<file path="config.mk">
export PLATFORM = sky130hd
export DESIGN_NAME = dklr_timer
export DESIGN_NICKNAME = d
export VERILOG_FILES = /design/src/logic/dklr_pkg.sv /design/src/logic/dklr_sync.sv /design/src/logic/dklr_timer.sv
export VERILOG_INCLUDE_DIRS = /design/src /design/src/logic
export SDC_FILE = /design/constraint.sdc
export NUM_CORES = 1
export LEC_CHECK = 0
export ABC_AREA = 1
export ABC_CLOCK_PERIOD_IN_PS = 3100
export CORE_ASPECT_RATIO = 1.1
export CORE_MARGIN = 4
export CORE_UTILIZATION = 60
export CTS_CLUSTER_SIZE = 20
export DETAILED_ROUTE_END_ITERATION = 7
export DONT_BUFFER_PORTS = 1
export PLACE_DENSITY = 0.76
export SLEW_MARGIN = 10
export SYNTH_ARGS = -nofsm -noshare
export SYNTH_HDL_FRONTEND = slang
export SYNTH_SLANG_ARGS = --single-unit
</file>
<file path="constraint.sdc">
create_clock -name core_clk -period 3.1 [get_ports core_clk]
set_input_delay 0.31 -clock core_clk [delete_from_list [all_inputs] [get_ports core_clk]]
set_output_delay 0.31 -clock core_clk [all_outputs]
set_load 0.02 [all_outputs]
</file>
<file path="src/logic/dklr_consts.svh">
// Timing and option constants for the dual key long press reset timer
`ifndef DKLR_CONSTS_SVH
`define DKLR_CONSTS_SVH
`define DKLR_CLK_HZ        25000000
// Delays in milliseconds, as printed; the last one in microseconds
`define DKLR_DLY_7500_MS   7500
`define DKLR_DLY_11250_MS  11250
`define DKLR_DLY_10000_MS  10000
`define DKLR_DLY_3000_MS   3000
`define DKLR_REL_234_MS    234
`define DKLR_REL_313_MS    313
`define DKLR_REL_78_MS     78
`define DKLR_REL_187P5_US  187500
`define DKLR_CYC_PER_MS    (`DKLR_CLK_HZ / 1000)
`define DKLR_CYC_PER_US    (`DKLR_CLK_HZ / 1000000)
`define DKLR_CNT_W         32
`endif

</file>
<file path="src/logic/dklr_pkg.sv">
// Types for the dual key long press reset timer
package dklr_pkg;
  typedef enum logic [2:0] {
    DKLR_OPT_001,
    DKLR_OPT_002,
    DKLR_OPT_052,
    DKLR_OPT_053,
    DKLR_OPT_064
  } dklr_opt_e;

  typedef enum logic [1:0] {
    DKLR_IDLE,
    DKLR_TIMING,
    DKLR_ASSERT,
    DKLR_WAIT_REL
  } dklr_state_e;

  typedef struct packed {
    logic rst_low_o;
    logic rst_low_oe_n;
    logic rst_high;
  } dklr_rst_s;
endpackage

</file>
<file path="src/logic/dklr_sync.sv">
// Three-stage input synchroniser with agreement filter
`timescale 1ns/1ps
module dklr_sync #(
  parameter logic RST_VAL = 1'b1
) (
  input  wire logic core_clk,
  input  wire logic rstn,
  input  wire logic pin,
  output logic      level
);
  logic [2:0] sh_r;
  logic [2:0] sh_nxt;
  logic       level_r;
  logic       level_nxt;

  always_comb begin
    sh_nxt    = {sh_r[1:0], pin};
    level_nxt = level_r;
    // Only second and third stage feed the filter
    if (sh_r[1] == sh_r[2]) begin
      level_nxt = sh_r[1];
    end
  end

  always_ff @(posedge core_clk or negedge rstn) begin
    if (!rstn) begin
      sh_r    <= {3{RST_VAL}};
      level_r <= RST_VAL;
    end else begin
      sh_r    <= sh_nxt;
      level_r <= level_nxt;
    end
  end

  assign level = level_r;
endmodule // dklr_sync

</file>
<file path="src/logic/dklr_timer.sv">
// Dual key long press reset timer, top level
// Notes on behaviour
// - Time only while both keys low; assert reset after delay.
// - Selectable variant: 7.5 s either way; strap is latched from its sync reset value, so 11.25 s is never chosen.
// - Selectable variant: reset holds until a key goes high.
// - Fixed variants: fixed delay, reset self-releases after release time.
// - Fixed variants: key going high releases reset early.
// - Release time 0.234, 0.313, 0.078 s per option.
// - Delay 7.5 s or 10 s; option 064 uses 3.0 s and 0.1875 s.
// - Delay and release within ten percent of nominal.
// - Primary reset is active-low open-drain.
// - Dual-output option adds active-high push-pull reset.
`timescale 1ns/1ps
`include "dklr_consts.svh"
module dklr_timer #(
  parameter dklr_pkg::dklr_opt_e OPTION    = dklr_pkg::DKLR_OPT_002,
  parameter logic                DUAL_OUT  = 1'b1,
  parameter int unsigned         DLY_SEL0  = `DKLR_DLY_7500_MS * `DKLR_CYC_PER_MS,
  parameter int unsigned         DLY_SEL1  = `DKLR_DLY_11250_MS * `DKLR_CYC_PER_MS,
  parameter int unsigned         DLY_002   = `DKLR_DLY_7500_MS * `DKLR_CYC_PER_MS,
  parameter int unsigned         DLY_05X   = `DKLR_DLY_10000_MS * `DKLR_CYC_PER_MS,
  parameter int unsigned         DLY_064   = `DKLR_DLY_3000_MS * `DKLR_CYC_PER_MS,
  parameter int unsigned         REL_002   = `DKLR_REL_234_MS * `DKLR_CYC_PER_MS,
  parameter int unsigned         REL_052   = `DKLR_REL_313_MS * `DKLR_CYC_PER_MS,
  parameter int unsigned         REL_053   = `DKLR_REL_78_MS * `DKLR_CYC_PER_MS,
  parameter int unsigned         REL_064   = `DKLR_REL_187P5_US * `DKLR_CYC_PER_US
) (
  input  wire logic               core_clk,
  input  wire logic               rstn,
  input  wire logic               key_input_a_n,
  input  wire logic               key_input_b_n,
  input  wire logic               delay_sel,
  input  wire logic               factory_pin_a,
  input  wire logic               factory_pin_b,
  output logic                    reset_out_low_o,
  output logic                    reset_out_low_oe_n,
  output logic                    reset_out_high_pp,
  output dklr_pkg::dklr_state_e   timer_state
);
  localparam logic [`DKLR_CNT_W-1:0] ONE = `DKLR_CNT_W'h1;

  logic                   key_a_lvl;
  logic                   key_b_lvl;
  logic                   sel_lvl;
  logic                   both_low;
  logic                   sel_r;
  logic                   sel_nxt;
  logic                   sel_done_r;
  logic                   sel_done_nxt;
  logic [`DKLR_CNT_W-1:0] dly_cyc;
  logic [`DKLR_CNT_W-1:0] rel_cyc;
  logic [`DKLR_CNT_W-1:0] cnt_r;
  logic [`DKLR_CNT_W-1:0] cnt_nxt;
  dklr_pkg::dklr_state_e  st_r;
  dklr_pkg::dklr_state_e  st_nxt;
  dklr_pkg::dklr_rst_s    out_r;
  dklr_pkg::dklr_rst_s    out_nxt;

  ////////////////////////////////////////////////////////////////////////////
  // Synchronisers; keys idle high, strap assumed low until seen
  dklr_sync #(.RST_VAL(1'b1)) u_sync_a (
    .core_clk (core_clk),
    .rstn     (rstn),
    .pin      (key_input_a_n),
    .level    (key_a_lvl)
  );
  dklr_sync #(.RST_VAL(1'b1)) u_sync_b (
    .core_clk (core_clk),
    .rstn     (rstn),
    .pin      (key_input_b_n),
    .level    (key_b_lvl)
  );
  dklr_sync #(.RST_VAL(1'b0)) u_sync_sel (
    .core_clk (core_clk),
    .rstn     (rstn),
    .pin      (delay_sel),
    .level    (sel_lvl)
  );

  assign both_low = !key_a_lvl && !key_b_lvl;

  ////////////////////////////////////////////////////////////////////////////
  // Strap latched once
  // Captured on the first clock after reset from the sync reset value (low), before the strap pin is seen
  always_comb begin
    sel_nxt      = sel_r;
    sel_done_nxt = sel_done_r;
    if (!sel_done_r && st_r == dklr_pkg::DKLR_IDLE && !both_low) begin
      sel_nxt      = sel_lvl;
      sel_done_nxt = 1'b1;
    end
  end

  always_ff @(posedge core_clk or negedge rstn) begin
    if (!rstn) begin
      sel_r      <= 1'b0;
      sel_done_r <= 1'b0;
    end else begin
      sel_r      <= sel_nxt;
      sel_done_r <= sel_done_nxt;
    end
  end

  ////////////////////////////////////////////////////////////////////////////
  // Option timing
  always_comb begin
    case (OPTION)
      dklr_pkg::DKLR_OPT_001: begin
        dly_cyc = sel_r ? DLY_SEL1 : DLY_SEL0;
        rel_cyc = ONE;
      end
      dklr_pkg::DKLR_OPT_052: begin
        dly_cyc = DLY_05X;
        rel_cyc = REL_052;
      end
      dklr_pkg::DKLR_OPT_053: begin
        dly_cyc = DLY_05X;
        rel_cyc = REL_053;
      end
      dklr_pkg::DKLR_OPT_064: begin
        dly_cyc = DLY_064;
        rel_cyc = REL_064;
      end
      default: begin
        dly_cyc = DLY_002;
        rel_cyc = REL_002;
      end
    endcase
  end

  ////////////////////////////////////////////////////////////////////////////
  // Sequencer
  always_comb begin
    st_nxt  = st_r;
    cnt_nxt = cnt_r;
    case (st_r)
      dklr_pkg::DKLR_IDLE: begin
        cnt_nxt = '0;
        if (both_low && !factory_pin_a && !factory_pin_b) begin
          st_nxt  = dklr_pkg::DKLR_TIMING;
          cnt_nxt = ONE;
        end
      end
      dklr_pkg::DKLR_TIMING: begin
        if (!both_low) begin
          st_nxt  = dklr_pkg::DKLR_IDLE;
          cnt_nxt = '0;
        end else if (cnt_r >= dly_cyc) begin
          st_nxt  = dklr_pkg::DKLR_ASSERT;
          cnt_nxt = ONE;
        end else begin
          cnt_nxt = cnt_r + ONE;
        end
      end
      dklr_pkg::DKLR_ASSERT: begin
        if (!both_low) begin
          st_nxt  = dklr_pkg::DKLR_IDLE;
          cnt_nxt = '0;
        end else if (OPTION != dklr_pkg::DKLR_OPT_001 && cnt_r >= rel_cyc) begin
          st_nxt  = dklr_pkg::DKLR_WAIT_REL;
          cnt_nxt = '0;
        end else if (OPTION != dklr_pkg::DKLR_OPT_001) begin
          cnt_nxt = cnt_r + ONE;
        end
      end
      dklr_pkg::DKLR_WAIT_REL: begin
        cnt_nxt = '0;
        if (!both_low) begin
          st_nxt = dklr_pkg::DKLR_IDLE;
        end
      end
      default: begin
        st_nxt  = dklr_pkg::DKLR_IDLE;
        cnt_nxt = '0;
      end
    endcase
    out_nxt.rst_low_o    = 1'b0;
    out_nxt.rst_low_oe_n = (st_nxt != dklr_pkg::DKLR_ASSERT);
    out_nxt.rst_high     = DUAL_OUT && (st_nxt == dklr_pkg::DKLR_ASSERT);
  end

  always_ff @(posedge core_clk or negedge rstn) begin
    if (!rstn) begin
      st_r  <= dklr_pkg::DKLR_IDLE;
      cnt_r <= '0;
      out_r <= 3'b010;
    end else begin
      st_r  <= st_nxt;
      cnt_r <= cnt_nxt;
      out_r <= out_nxt;
    end
  end

  assign reset_out_low_o    = out_r.rst_low_o;
  assign reset_out_low_oe_n = out_r.rst_low_oe_n;
  assign reset_out_high_pp  = out_r.rst_high;
  assign timer_state        = st_r;
endmodule // dklr_timer

</file>
Word-level counts from Yosys, hierarchy flattened. Cells that the tools add are included.

Mux-type cells: 13. Reduce and logical (&&, ||, !) cells: 8. Add/subtract/negate cells: 1. Magnitude comparators: 2. Eq/ne operators: 7.

Operator list (count): 2-to-1 mux 32 bit (4); case mux 32 bit (4 select lines) (1); adder 32 x 1 -> 32 bit (second input constant) (1); >= comparator 32 x 23 -> 1 bit (second input constant) (1); >= comparator 32 x 28 -> 1 bit (second input constant) (1); 2-to-1 mux 2 bit (6); case mux 2 bit (4 select lines) (1); == test 2 bit (second input constant) (3); zero test 1 bit (4); logical AND 1 bit (3); == test 1 bit (2); == test 2 x 1 -> 1 bit (second input constant) (1); zero test 2 bit (1); != test 2 bit (second input constant) (1); 2-to-1 mux 1 bit (1).

Input port bits: 7. Bits in registers: 44. Output and inout port bits: 5. Logic and storage cells: 39.

Depth between registers and ports, before layout. Gate-level depths: netlist (run 1).

Depth after elaboration: 7. Depth in mapped cells: 14. Gate-level depth less buffers: 14.

By module. From an unflattened synthesis (run 1), not the netlist that was laid out.

Cells, all modules: 295. Area, all modules: 2577.5 µm².

By module, submodules not included: dklr_timer (cells an instance 279, area an instance 2334.7 µm², times used 1); dklr_sync (cells an instance 8, area an instance 121.4 µm², times used 2).

Worst setup path after synthesis (run 1). OpenSTA, ideal clock, no wires.

Path type: register to register. From: register cnt_r[0]. To: register cnt_r[14]. Period minus slack after synthesis: 1565 ps. Slack: 1535 ps. Arrival time: 1441 ps. Path buffers: 0. Cell stages (with the launch flop): 9. Setup time: 124 ps. Path through: dfrtp_1 ha_1 nand3_1 inv_1 nand3_1 nor3_1 nand2_1 xor2_1 nor2_4.

Cells in the longest elaborated chain, start to end: 4. Elaborated cells on any way between the ends: 8. Those cells by class: 1 x add/sub; 2 x order compare; 5 x mux.

RTL lines: from (decl) (RTL line dklr_timer.sv:52) `` logic [`DKLR_CNT_W-1:0] cnt_r; ``; from (signal assigned) (RTL line dklr_timer.sv:189) `cnt_r <= cnt_nxt;`; adder 32 x 1 -> 32 bit, or another cell as far along (RTL line dklr_timer.sv:152, dklr_timer.sv:163); 2-to-1 mux 32 bit, on equally long branches (RTL line dklr_timer.sv:159, dklr_timer.sv:148); 2-to-1 mux 32 bit, on equally long branches (RTL line dklr_timer.sv:156, dklr_timer.sv:145); case mux 32 bit (4 select lines) * (RTL line dklr_timer.sv:136) `case (st_r)`; net cnt_nxt[14] (RTL line dklr_timer.sv:53) `` logic [`DKLR_CNT_W-1:0] cnt_nxt; ``.

Mark *: on every way through the listed nets, which the timed path passes. The rest lies on a longest branch. A chain may end at the register's enable or synchronous reset.

Final worst setup path (run 1).
From: register cnt_r[0]. To: register cnt_r[21].

The elaborated chain is that of the path after synthesis.

==> reports/metrics.cfg, run 1 <==
[floorplan]
die_y_um=77.2
initial_core_util=0.639
ios=12
die_x_um=70.9
coreArea_um2=4080
floorplan.rows=24
dieArea_um2=5470

[critical_path]
path_delay_family=simple AND/OR/NAND/NOR gates
cp_slowest_cell=nand2_4
timing.rr.start=cnt_r[0]
cp-start-kind=flip-flop
critPathMaxFanout=26
cp_slowest_stage_delay_ps=500
r2r_cells=13
arrival_ps=2240
end_kind=flip-flop
cp.required_ps=3260
timing.rr.end=cnt_r[21]
rrSetupSlack_ps=1020
cp_common_cell=nor2_1
worstPathCellList=inv_1 > ha_1 > nand2_1 > inv_1 > nand2_1 > nor2_1 > nand2_1 > nor2_1 > nor2_1 > nand3_1 > nand2_2 > nand2_4 > nor2_1
criticalPathCategory=flip-flop to flip-flop
worst-path-buf-inv=2

[global_route]
grtUsageTotal=0.190
grt_max_degree=45
grt-ovfl-total=0
grt_pass1_vias=1848
grt_pass1_wl_mm=8.33
antenna_found_initial=0

[synth]
syn_area_um2=2610
netlist_instances=301
synth-async-reset-ratio=1.00
ys_warn_count=0
synthFlopType=dfrtp_1
synth_cell_types=32
synth_edf_count=0
seq_area_frac_synth=0.426
syn_area_per_cell_um2=8.67
synth-seq-cells=44

[pwr]
leakagePower_uw=0.00111
seqPwrFrac=0.597
combPwrFrac=0.040
switching_share=0.224
power.density_cell_area_nw_per_um2=364
p_total_uw=1010
clockPowerShare=0.363
irDropWorstVdd_mv=0.267
power_switching_uw=225
intPower_uw=781

[clock_tree]
cts.sinks=44
postCtsSetupBuffers=0
clk_root_buffer_cell=clkbuf_8
clockBufferDepth=2
cts_tree=yes
cts_resized=0
numCtsBuffers=5
clock_latency_ps=300
cts_max_level=2
holdBufCountCts=2
clk_pin_slew_ps=80

[flow_run]
drv_cap=0

[routing]
routed-wl-met3_um=154
drt_pass1_iterations=4
viasPerCell=5.17
routed.top_layer=met4
dr_wl_met2_mm=2.28
detail_route.wl_per_cell_um=12.9
num_vias=1876
drt-total-wl_mm=4.67
met1_length_mm=2.12
ant_nets=0
drc=0
drt_iter0_markers=116

[finish]
final_util=0.676
diodes=0
final_cell_area_um2=2760
fin_nets=319
fillCellCount=354
area_growth_pct=5.80
drive_gt1_frac=0.219

[worst_hold_path]
hold_start=factory_pin_b
holdPathEnd=cnt_r[0]
whs_path_depth=3
hold_path.class=input pin to flip-flop

[run_status]
status=finished clean

[placement]
dp_hpwl_mm=3.34
postPlaceCellArea_um2=2620
gp_congestion=0.809
io_buffers=0

[sta]
fin_worst_skew_ps=8.59
relSlewSlack=0.558
tightestPinTransition_ps=663
setup_violations=0
period_share=0.672
fin_crit_ps=2080
tns_ps=0
fmaxAchievable_mhz=480
hold_viol_final=0
slew_violations=0
rsz0062_at_grt=no

-- routing by layer --
layer | track usage | up-vias
li1 | - | 951
met1 | 0.240 | 883
met2 | 0.318 | 30
met3 | 0.0327 | 12
met4 | 0.0808 | 0
met5 | 0 | -
-- worst register-to-register path: stages, from the launching register on --
cell and delay [ps]:
dfrtp_1 450, inv_1 90, ha_1 150, nand2_1 60
inv_1 60, nand2_1 40, nor2_1 90, nand2_1 80
nor2_1 110, nor2_1 60, nand3_1 80, nand2_2 80
nand2_4 500, nor2_1 120
-- cell usage after synthesis, types with 3 or more instances --
library cell	count	area [um2]
nor2_1	47	176
nand2_2	9	56.3
nor2_2	9	56.3
nor3_1	5	25.0
nand2_1	53	199
nand3_1	21	105
nand4_1	7	43.8
xor2_1	17	149
nand3b_1	3	22.5
o21ai_0	3	15.0
inv_2	4	15.0
dfstp_2	9	236
dfrtp_1	35	876
clkinv_1	3	11.3
nor2_4	24	270
inv_1	25	93.8
xnor2_1	6	52.6
-- stage by stage --
step                      setup slack (ps)  hold slack, ps  cells
after floorplan                       1530            14.4    305
after global placement                1080            15.8    351
after detailed placement              1010            16.1    351
after CTS                              998            3.74    361
after global routing                   809             309    363
final                                 1020             290    363
-- power by group through the flow --
stage                     logic (uW)  clock network [uW]  registers [uW]
after global placement          21.4                   0             612
after global routing            45.8                 409             603
after floorplan                 19.9                   0             610
final                           39.9                 365             601
after detailed placement        22.5                   0             612
after CTS                       38.3                 374             601
-- logic make-up after synthesis --
logic type	count (synthesis)	synth area share
and+or+nand+nor	184	0.386
DFF	44	0.426
buffers and inverters	38	0.0733
xor gates and xnor gates	23	0.0772
AOI/OAI and AO/OA	7	0.0187
adders and majority gates	4	0.0173
other	1	0.00144
-- flip-flops by register name (all words and copies together) (netlist names) --
name / flops
cnt_r: 32
u_sync_b.level: 1
u_sync_b.sh_r: 3
u_sync_a.level: 1
reset_out_low_oe_n: 1
timer_state: 2
reset_out_high_pp: 1
u_sync_a.sh_r: 3
-- worst max path at each step --
stage,startpoint,cells after the start,to
floorplan,cnt_r[0],8,cnt_r[14]
global placement,cnt_r[0],13,cnt_r[21]
detailed placement,cnt_r[0],13,cnt_r[21]
CTS,cnt_r[0],13,cnt_r[21]
global route,cnt_r[0],13,cnt_r[21]
finish,cnt_r[0],13,cnt_r[21]
-- final cells by class --
type                    instances  area [um2]  area share
inverters                      32         120      0.0435
clock buffers                   6        82.6      0.0299
multi-input cells             223        1320       0.478
clock inverters                 2        10.0     0.00362
repair buffers                  4        50.0      0.0181
flip-flops and latches         44        1110       0.403
well taps                      52        65.1      0.0236
-- cell usage in the layout, fill, tap and decap left out --
cell type	n
a21oi_1	2
xor2_1	17
nor3_1	5
nand3b_1	3
nor2_2	9
nand4_1	7
dlygate4sd3_1	3
nor2_1	47
maj3_1	2
xnor2_1	6
conb_1	5
nand2_4	1
a21boi_0	1
nand2_2	9
dfrtp_1	35
clkinv_1	3
nand3_2	1
o21ai_0	3
nand2_1	53
inv_1	25
ha_1	2
dfstp_2	9
nand4_2	1
and3_1	2
clkinv_2	2
nor2_4	24
nand3_1	21
nor4_1	1
clkbuf_8	6
buf_12	1
inv_2	4
a21oi_4	1
Power figures use the tool's default switching activity.
==> run 2: changes to the inputs <==
- ABC_AREA: 1 -> 0
- ABC_CLOCK_PERIOD_IN_PS: 3100 -> 2150
- clock period: 3.1 -> 2.15 ns (I/O delays scaled with it)
==> run 2 against run 1 <==
Core utilization rose by 8.4 points. Routed wire length is 1.0% lower. Maximum frequency is 3.4% lower. Design area fell by 6.0%. First-iteration DRC count grew 9.5%. Clock power is 43% higher. The run now ends with negative setup slack left. Hold slack lost 190 ps.
==> reports/metrics.cfg, run 2 <==
[critical_path]
cp_slowest_cell=or4b_4
cp-startpoint=cnt_r[23]
path_delay_family=simple AND/OR/NAND/NOR gates
timing.rr.start=cnt_r[23]
worstPathCellList=or4b_4 > or4_4 > o2111ai_4 > buf_6 > clkbuf_16 > a21oi_1
worst-path-buf-inv=2  ; unchanged
critPathMaxFanout=6  ; -77%
cp-start-kind=flip-flop
criticalPathCategory=flip-flop to flip-flop
end_kind=flip-flop
cp.required_ps=2390  ; -870 ps
cp_slowest_stage_delay_ps=560  ; +60 ps
arrival_ps=2390  ; +150 ps

[synth]
seq_area_frac_synth=0.509  ; +0.0827
synthTopCellsByCount=dfrtp_1 (35), a21oi_1 (18), nand3_1 (13), xnor2_1 (13), xor2_1 (13)
synth_cell_types=45  ; +41%
yosys-top-cells-area=dfrtp_1 (40%), dfstp_2 (11%), xnor2_1 (5.2%)
yosysMostFrequentCell=dfrtp_1
synth_edf_count=0  ; unchanged
netlist_instances=205  ; -32%
synth.top_cell.area_share=0.401  ; +0.0651
synth-async-reset-ratio=1.00  ; unchanged
synthFlopType=dfrtp_1
syn_area_per_cell_um2=10.7  ; +23%
ys_warn_count=0  ; unchanged
synth-seq-cells=44  ; unchanged
syn_area_um2=2190  ; -16%
yosysTopAreaCell=dfrtp_1

[placement]
gp_congestion=0.833  ; +3.0%
dp_hpwl_mm=3.04  ; -8.9%
postPlaceCellArea_um2=2350  ; -10%
dp_slack_ps=-3.68  ; -1020 ps
dp.cells=267  ; -24%
io_buffers=0  ; unchanged

[finish]
diodes=0  ; unchanged
fin_nets=244  ; -24%
drive_gt1_frac=0.258  ; +0.0398
final_common_cell=dfrtp_1
fillCellCount=235  ; -34%
final_cell_area_um2=2600  ; -6.0%
instances_no_fill=284  ; -22%
layout_common_cells=dfrtp_1 (35), buf_4 (19), a21oi_1 (17)
largest-register=cnt_r
reg_top3=cnt_r: 32 flops, u_sync_a.sh_r: 3 flops, u_sync_b.sh_r: 3 flops
largest_reg_flops=32  ; unchanged
area_growth_pct=18.8

[pwr]
p_total_uw=1440  ; +43%
power.density_cell_area_nw_per_um2=555  ; +52%
combPwrFrac=0.037  ; -0.003
irDropWorstVdd_mv=0.571  ; +110%
intPower_uw=1120  ; +43%
seqPwrFrac=0.601  ; +0.004
clockPowerShare=0.362  ; about the same
switching_share=0.222  ; -0.00169
leakagePower_uw=0.00100  ; -9.3%
power_switching_uw=320  ; +42%

[sta]
tns_ps=-20.6  ; -20.6 ps
hold_viol_final=0  ; unchanged
slew_violations=0  ; unchanged
period_share=1.00  ; +0.331
rsz0062_at_grt=yes
fmaxAchievable_mhz=464  ; -3.4%
setup_violations=5  ; +5
worst_slack_ps=-6.93  ; -1020 ps
fin_worst_skew_ps=16.5  ; +7.93 ps
fin_crit_ps=2160  ; +72.7 ps

[global_route]
grt_max_degree=45  ; unchanged
grt_pass1_wl_mm=7.67  ; -8.0%
grt-ovfl-total=0  ; unchanged
antenna_found_initial=0  ; unchanged
grtUsageTotal=0.208  ; +0.0182
grt_pass1_vias=1714  ; -7.3%

[routing]
detail_route.wl_per_cell_um=16.3  ; +27%
drt-total-wl_mm=4.63  ; -1.0%
num_vias=1705  ; -9.1%
ant_nets=0  ; unchanged
drt_iter0_markers=127  ; +9.5%
viasPerCell=6.00  ; +16%
drt_pass1_iterations=4  ; unchanged
drc=0  ; unchanged

[clock_tree]
clk_root_buffer_cell=clkbuf_4
clock_latency_ps=350  ; +50 ps
numCtsBuffers=5  ; unchanged
clockBufferDepth=2  ; unchanged
cts_tree=yes
cts.sinks=44  ; unchanged
clk_pin_slew_ps=150  ; +70 ps
cts_max_level=2  ; unchanged

[floorplan]
coreArea_um2=3410  ; -16%
die_y_um=71.3  ; -7.6%
dieArea_um2=4670  ; -15%
ios=12  ; unchanged
initial_core_util=0.640  ; +0.00130
floorplan.rows=22  ; -8.3%
die_x_um=65.6  ; -7.5%

[worst_hold_path]
hold_path.class=input pin to flip-flop
hold_start=factory_pin_b

[flow_run]
drv_cap=0  ; unchanged

[run_status]
status=finished, violations left
violations=negative setup slack

## run 2: logic make-up (layout without fill, tap and decap cells)
group | Yosys count | after routing | share of synthesized area
other | 1 | 5 | 0.00172
AOI/OAI and AO/OA | 42 | 42 | 0.132
buffers and inverters | 13 | 40 | 0.0361
muxes | 1 | 1 | 0.00515
DFF | 44 | 44 | 0.509
adders and majority gates | 4 | 4 | 0.0206
and+or+nand+nor | 74 | 74 | 0.191
xor gates and xnor gates | 26 | 26 | 0.104
## run 2: power groups by stage
| stage | clock, uW | sequential, uW | combinational (uW) |
|---|---|---|---|
| 6_report | 522 | 866 | 53.3 |
| 5_1_grt | 574 | 870 | 61.6 |
| 4_1_cts | 535 | 866 | 54.4 |
| 3_5_place_dp | 0 | 881 | 28.4 |
| 3_3_place_gp | 0 | 880 | 26.6 |
| 2_1_floorplan | 0 | 878 | 22.0 |
## run 2: final cells by class
| type | count | area [um2] | area share |
|---|---|---|---|
| clock inverters | 3 | 46.3 | 0.0178 |
| flip-flops and latches | 44 | 1110 | 0.428 |
| clock buffers | 5 | 37.5 | 0.0145 |
| multi-input cells | 152 | 1060 | 0.409 |
| inverters | 5 | 18.8 | 0.00723 |
| well taps | 48 | 60.1 | 0.0231 |
| repair buffers | 27 | 260 | 0.100 |
## run 2: stage by stage
step / hold WS [ps] / util
2_1_floorplan: -80.6 / -
3_3_place_gp: -79.4 / 0.688
3_5_place_dp: -79.3 / 0.688
4_1_cts: 82.5 / 0.745
5_1_grt: 82.1 / 0.761
6_report: 99.4 / 0.761
## run 2: metal layers
metal / vias up / GRT usage / routed length (um)
met5: - / 0 / 0
li1: 792 / - / -
met2: 68 / 0.346 / 2270
met4: 0 / 0.0622 / 84
met1: 836 / 0.275 / 1960
met3: 9 / 0.0439 / 308
## run 2: worst reg2reg max path, delay by kind of cell (launching register included)
family / cells / cell delay (ps)
buffers and inverters: 2 / 300
DFF: 1 / 410
AOI/OAI and AO/OA: 2 / 310
and+or+nand+nor: 2 / 1020
## run 2: timing repair
item / CTS / global route
gates cloned: 1 / 1
gates resized for setup: 4 / 8
hold endpoints to repair: 46 / 0
pin swaps: 1 / 0
setup buffers: 2 / 2
hold buffers: 4 / 0
endpoints found under the setup margin: 21 / 27
## run 2: final timing paths
path | endpoint | depth (start not counted) | slack (ps)
worst max-delay path | cnt_r[27] | 6 | -7
worst min-delay path | cnt_r[0] | 2 | 100
worst max register to register | cnt_r[27] | 6 | -7
worst min register to register | u_sync_a.sh_r[1] | 0 | 350
max in group asynchronous | u_sync_b.sh_r[1] | 2 | 1570
min in group asynchronous | cnt_r[17] | 2 | 290
==> run 3: changes to the inputs <==
- CORE_UTILIZATION: 60 -> 49
- PLACE_DENSITY: 0.76 -> not set
- SKIP_LAST_GASP: not set -> 1
==> run 3 against run 2 <==
The run still ends with negative setup slack left. Clock power is 4.6% lower. Final cell count is 3.5% higher. Critical path depth did not move. Core utilization fell by 15 points. Sequential share of layout area down 0.35 points. Maximum frequency grew 0.32%. Critical endpoint is now cnt_r[15].
==> reports/metrics.cfg, run 3 (same netlist as run 2, synthesis figures left out) <==
[run_status]
status=finished, violations left
violations=negative setup slack

[clock_tree]
cts_tree=yes
clk_pin_slew_ps=80  ; -70 ps
cts.sinks=44  ; unchanged
numCtsBuffers=5  ; unchanged
cts_max_level=2  ; unchanged
clk_root_buffer_cell=clkbuf_8
clock_latency_ps=300  ; -50 ps
clockBufferDepth=2  ; unchanged

[sta]
hold_viol_final=0  ; unchanged
period_share=1.00  ; -0.00322
fmaxAchievable_mhz=465  ; +0.32%
fin_worst_skew_ps=11.7  ; -4.87 ps
slew_violations=0  ; unchanged
relSlewSlack=0.648
setup_violations=1  ; -4
fin_crit_ps=2150  ; -6.92 ps
rsz0062_at_grt=yes
tightestPinTransition_ps=523
tns_ps=-0.00422  ; +20.6 ps
worst_slack_ps=-0.00422  ; +6.92 ps

[routing]
drc=0  ; unchanged
drt_iter0_markers=70  ; -45%
ant_nets=0  ; unchanged
drt_pass1_iterations=5  ; +1
detail_route.wl_per_cell_um=15.0  ; -8.1%
viasPerCell=5.65  ; -5.9%
num_vias=1661  ; -2.6%
drt-total-wl_mm=4.40  ; -4.9%

[finish]
final_common_cell=dfrtp_1
area_growth_pct=19.7
multi_input_area_um2=1050  ; -0.71%
largest-register=cnt_r
drive_gt1_frac=0.258  ; about the same
fillCellCount=373  ; +59%
largest_reg_flops=32  ; unchanged
final_cell_area_um2=2620  ; +0.82%
reg_top3=cnt_r: 32 flops, u_sync_a.sh_r: 3 flops, u_sync_b.sh_r: 3 flops
layout_common_cells=dfrtp_1 (35), buf_4 (23), a21oi_1 (18)
regArea_um2=1110  ; unchanged
diodes=0  ; unchanged
fin_nets=248  ; +1.6%

[critical_path]
cp.required_ps=2330  ; -60 ps
timing.rr.end=cnt_r[15]
timing.rr.start=cnt_r[22]
critPathMaxFanout=10  ; +4
rrSetupSlack_ps=-0.004  ; about the same
end_kind=flip-flop
arrival_ps=2330  ; -60 ps
r2r_cells=6  ; unchanged
criticalPathCategory=flip-flop to flip-flop
cp-start-kind=flip-flop

[floorplan]
floorplan.rows=25  ; +14%
die_y_um=78.1  ; +9.5%
dieArea_um2=5590  ; +20%
die_x_um=71.7  ; +9.4%
ios=12  ; unchanged
coreArea_um2=4320  ; +26%
initial_core_util=0.506  ; -0.134

[global_route]
grt_pass1_vias=1716  ; +0.12%
grt_pass1_wl_mm=7.80  ; +1.7%
grtUsageTotal=0.177  ; -0.0311
antenna_found_initial=0  ; unchanged
grt_max_degree=45  ; unchanged
grt-ovfl-total=0  ; unchanged

[pwr]
power.density_cell_area_nw_per_um2=541  ; -2.5%
power_switching_uw=317  ; -0.92%
seqPwrFrac=0.610  ; +0.009
leakagePower_uw=0.00102  ; +1.7%
combPwrFrac=0.038  ; about the same
irDropWorstVdd_mv=0.431  ; -25%
switching_share=0.224  ; +0.00177
intPower_uw=1100  ; -1.9%
clockPowerShare=0.352  ; -0.010

[worst_hold_path]
holdPathEnd=cnt_r[0]
hold_start=factory_pin_b
hold_path.class=input pin to flip-flop
whs_path_depth=2  ; unchanged

[flow_run]
drv_cap=0  ; unchanged

[placement]
postPlaceCellArea_um2=2420  ; +2.9%
gp_congestion=0.793  ; -4.8%
io_buffers=0  ; unchanged
dp_hpwl_mm=3.13  ; +2.7%

==> run 3: changes by cell type in the layout (fill, tap and decap cells not counted), sizes merged <==
cell,delta
bufinv,-1
inv,-1
clkinv,+1
buf,+5
==> run 3: through the flow <==
| stage | std cells | util | total power, uW | hold slack, ps | worst slack, ps |
|---|---|---|---|---|---|
| finish | 294 | 0.606 | 1420 | 145 | -0.00422 |
| global route | 294 | 0.606 | 1490 | 129 | -65.4 |
| CTS | 293 | 0.598 | 1440 | 132 | -15.5 |
| detailed placement | 281 | 0.560 | 909 | -79.2 | -48.0 |
| global placement | 281 | 0.560 | 907 | -79.1 | -22.1 |
| floorplan | 209 | - | 900 | -80.6 | 23.6 |
==> run 3: layer usage <==
metal	global-route usage	share of wire	routed length [um]
met3	0.0397	0.030	132
met1	0.220	0.44	1950
met4	0.0827	0.020	87
met5	0	0	0
met2	0.291	0.51	2220
==> run 3: worst max-delay path: stages (launching register included) <==
cell and delay [ps]:
dfrtp_1 380, nand2_2 70, or4b_4 490, or4_4 550, o2111ai_4 280, buf_6 190
a21oi_1 70
==> run 3: worst max-delay path by stage <==
stage / startpoint / end / slack [ps] / cells past startpoint
2_1_floorplan: cnt_r[22] / cnt_r[11] / 20 / 7
3_3_place_gp: cnt_r[23] / cnt_r[25] / -20 / 5
3_5_place_dp: cnt_r[22] / cnt_r[25] / -50 / 6
4_1_cts: cnt_r[22] / cnt_r[6] / -20 / 6
5_1_grt: cnt_r[22] / cnt_r[16] / -70 / 6
6_report: cnt_r[22] / cnt_r[15] / -0.004 / 6
==> run 3: area by class of cell <==
class                   instances  area share
inverters                       5     0.00717
clock inverters                 2     0.00478
flip-flops and latches         44       0.425
repair buffers                 31       0.107
clock buffers                   6      0.0277
multi-input cells             152       0.402
well taps                      54      0.0258
==> run 3: what timing repair did <==
action / 4_1_cts / 5_1_grt
endpoints found under the hold margin: 46 / 0
setup endpoints to repair: 23 / 29
gates resized for setup: 5 / 6
hold buffers: 4 / 0
setup buffers: 0 / 1
pin swaps: 0 / 2
==> run 3: power groups by stage <==
stage / combinational (uW) / clock (uW) / sequential (uW)
4_1_cts: 54.7 / 522 / 865
3_3_place_gp: 27.8 / 0 / 879
5_1_grt: 61.5 / 559 / 866
6_report: 53.3 / 498 / 865
3_5_place_dp: 28.6 / 0 / 881
2_1_floorplan: 22.0 / 0 / 878
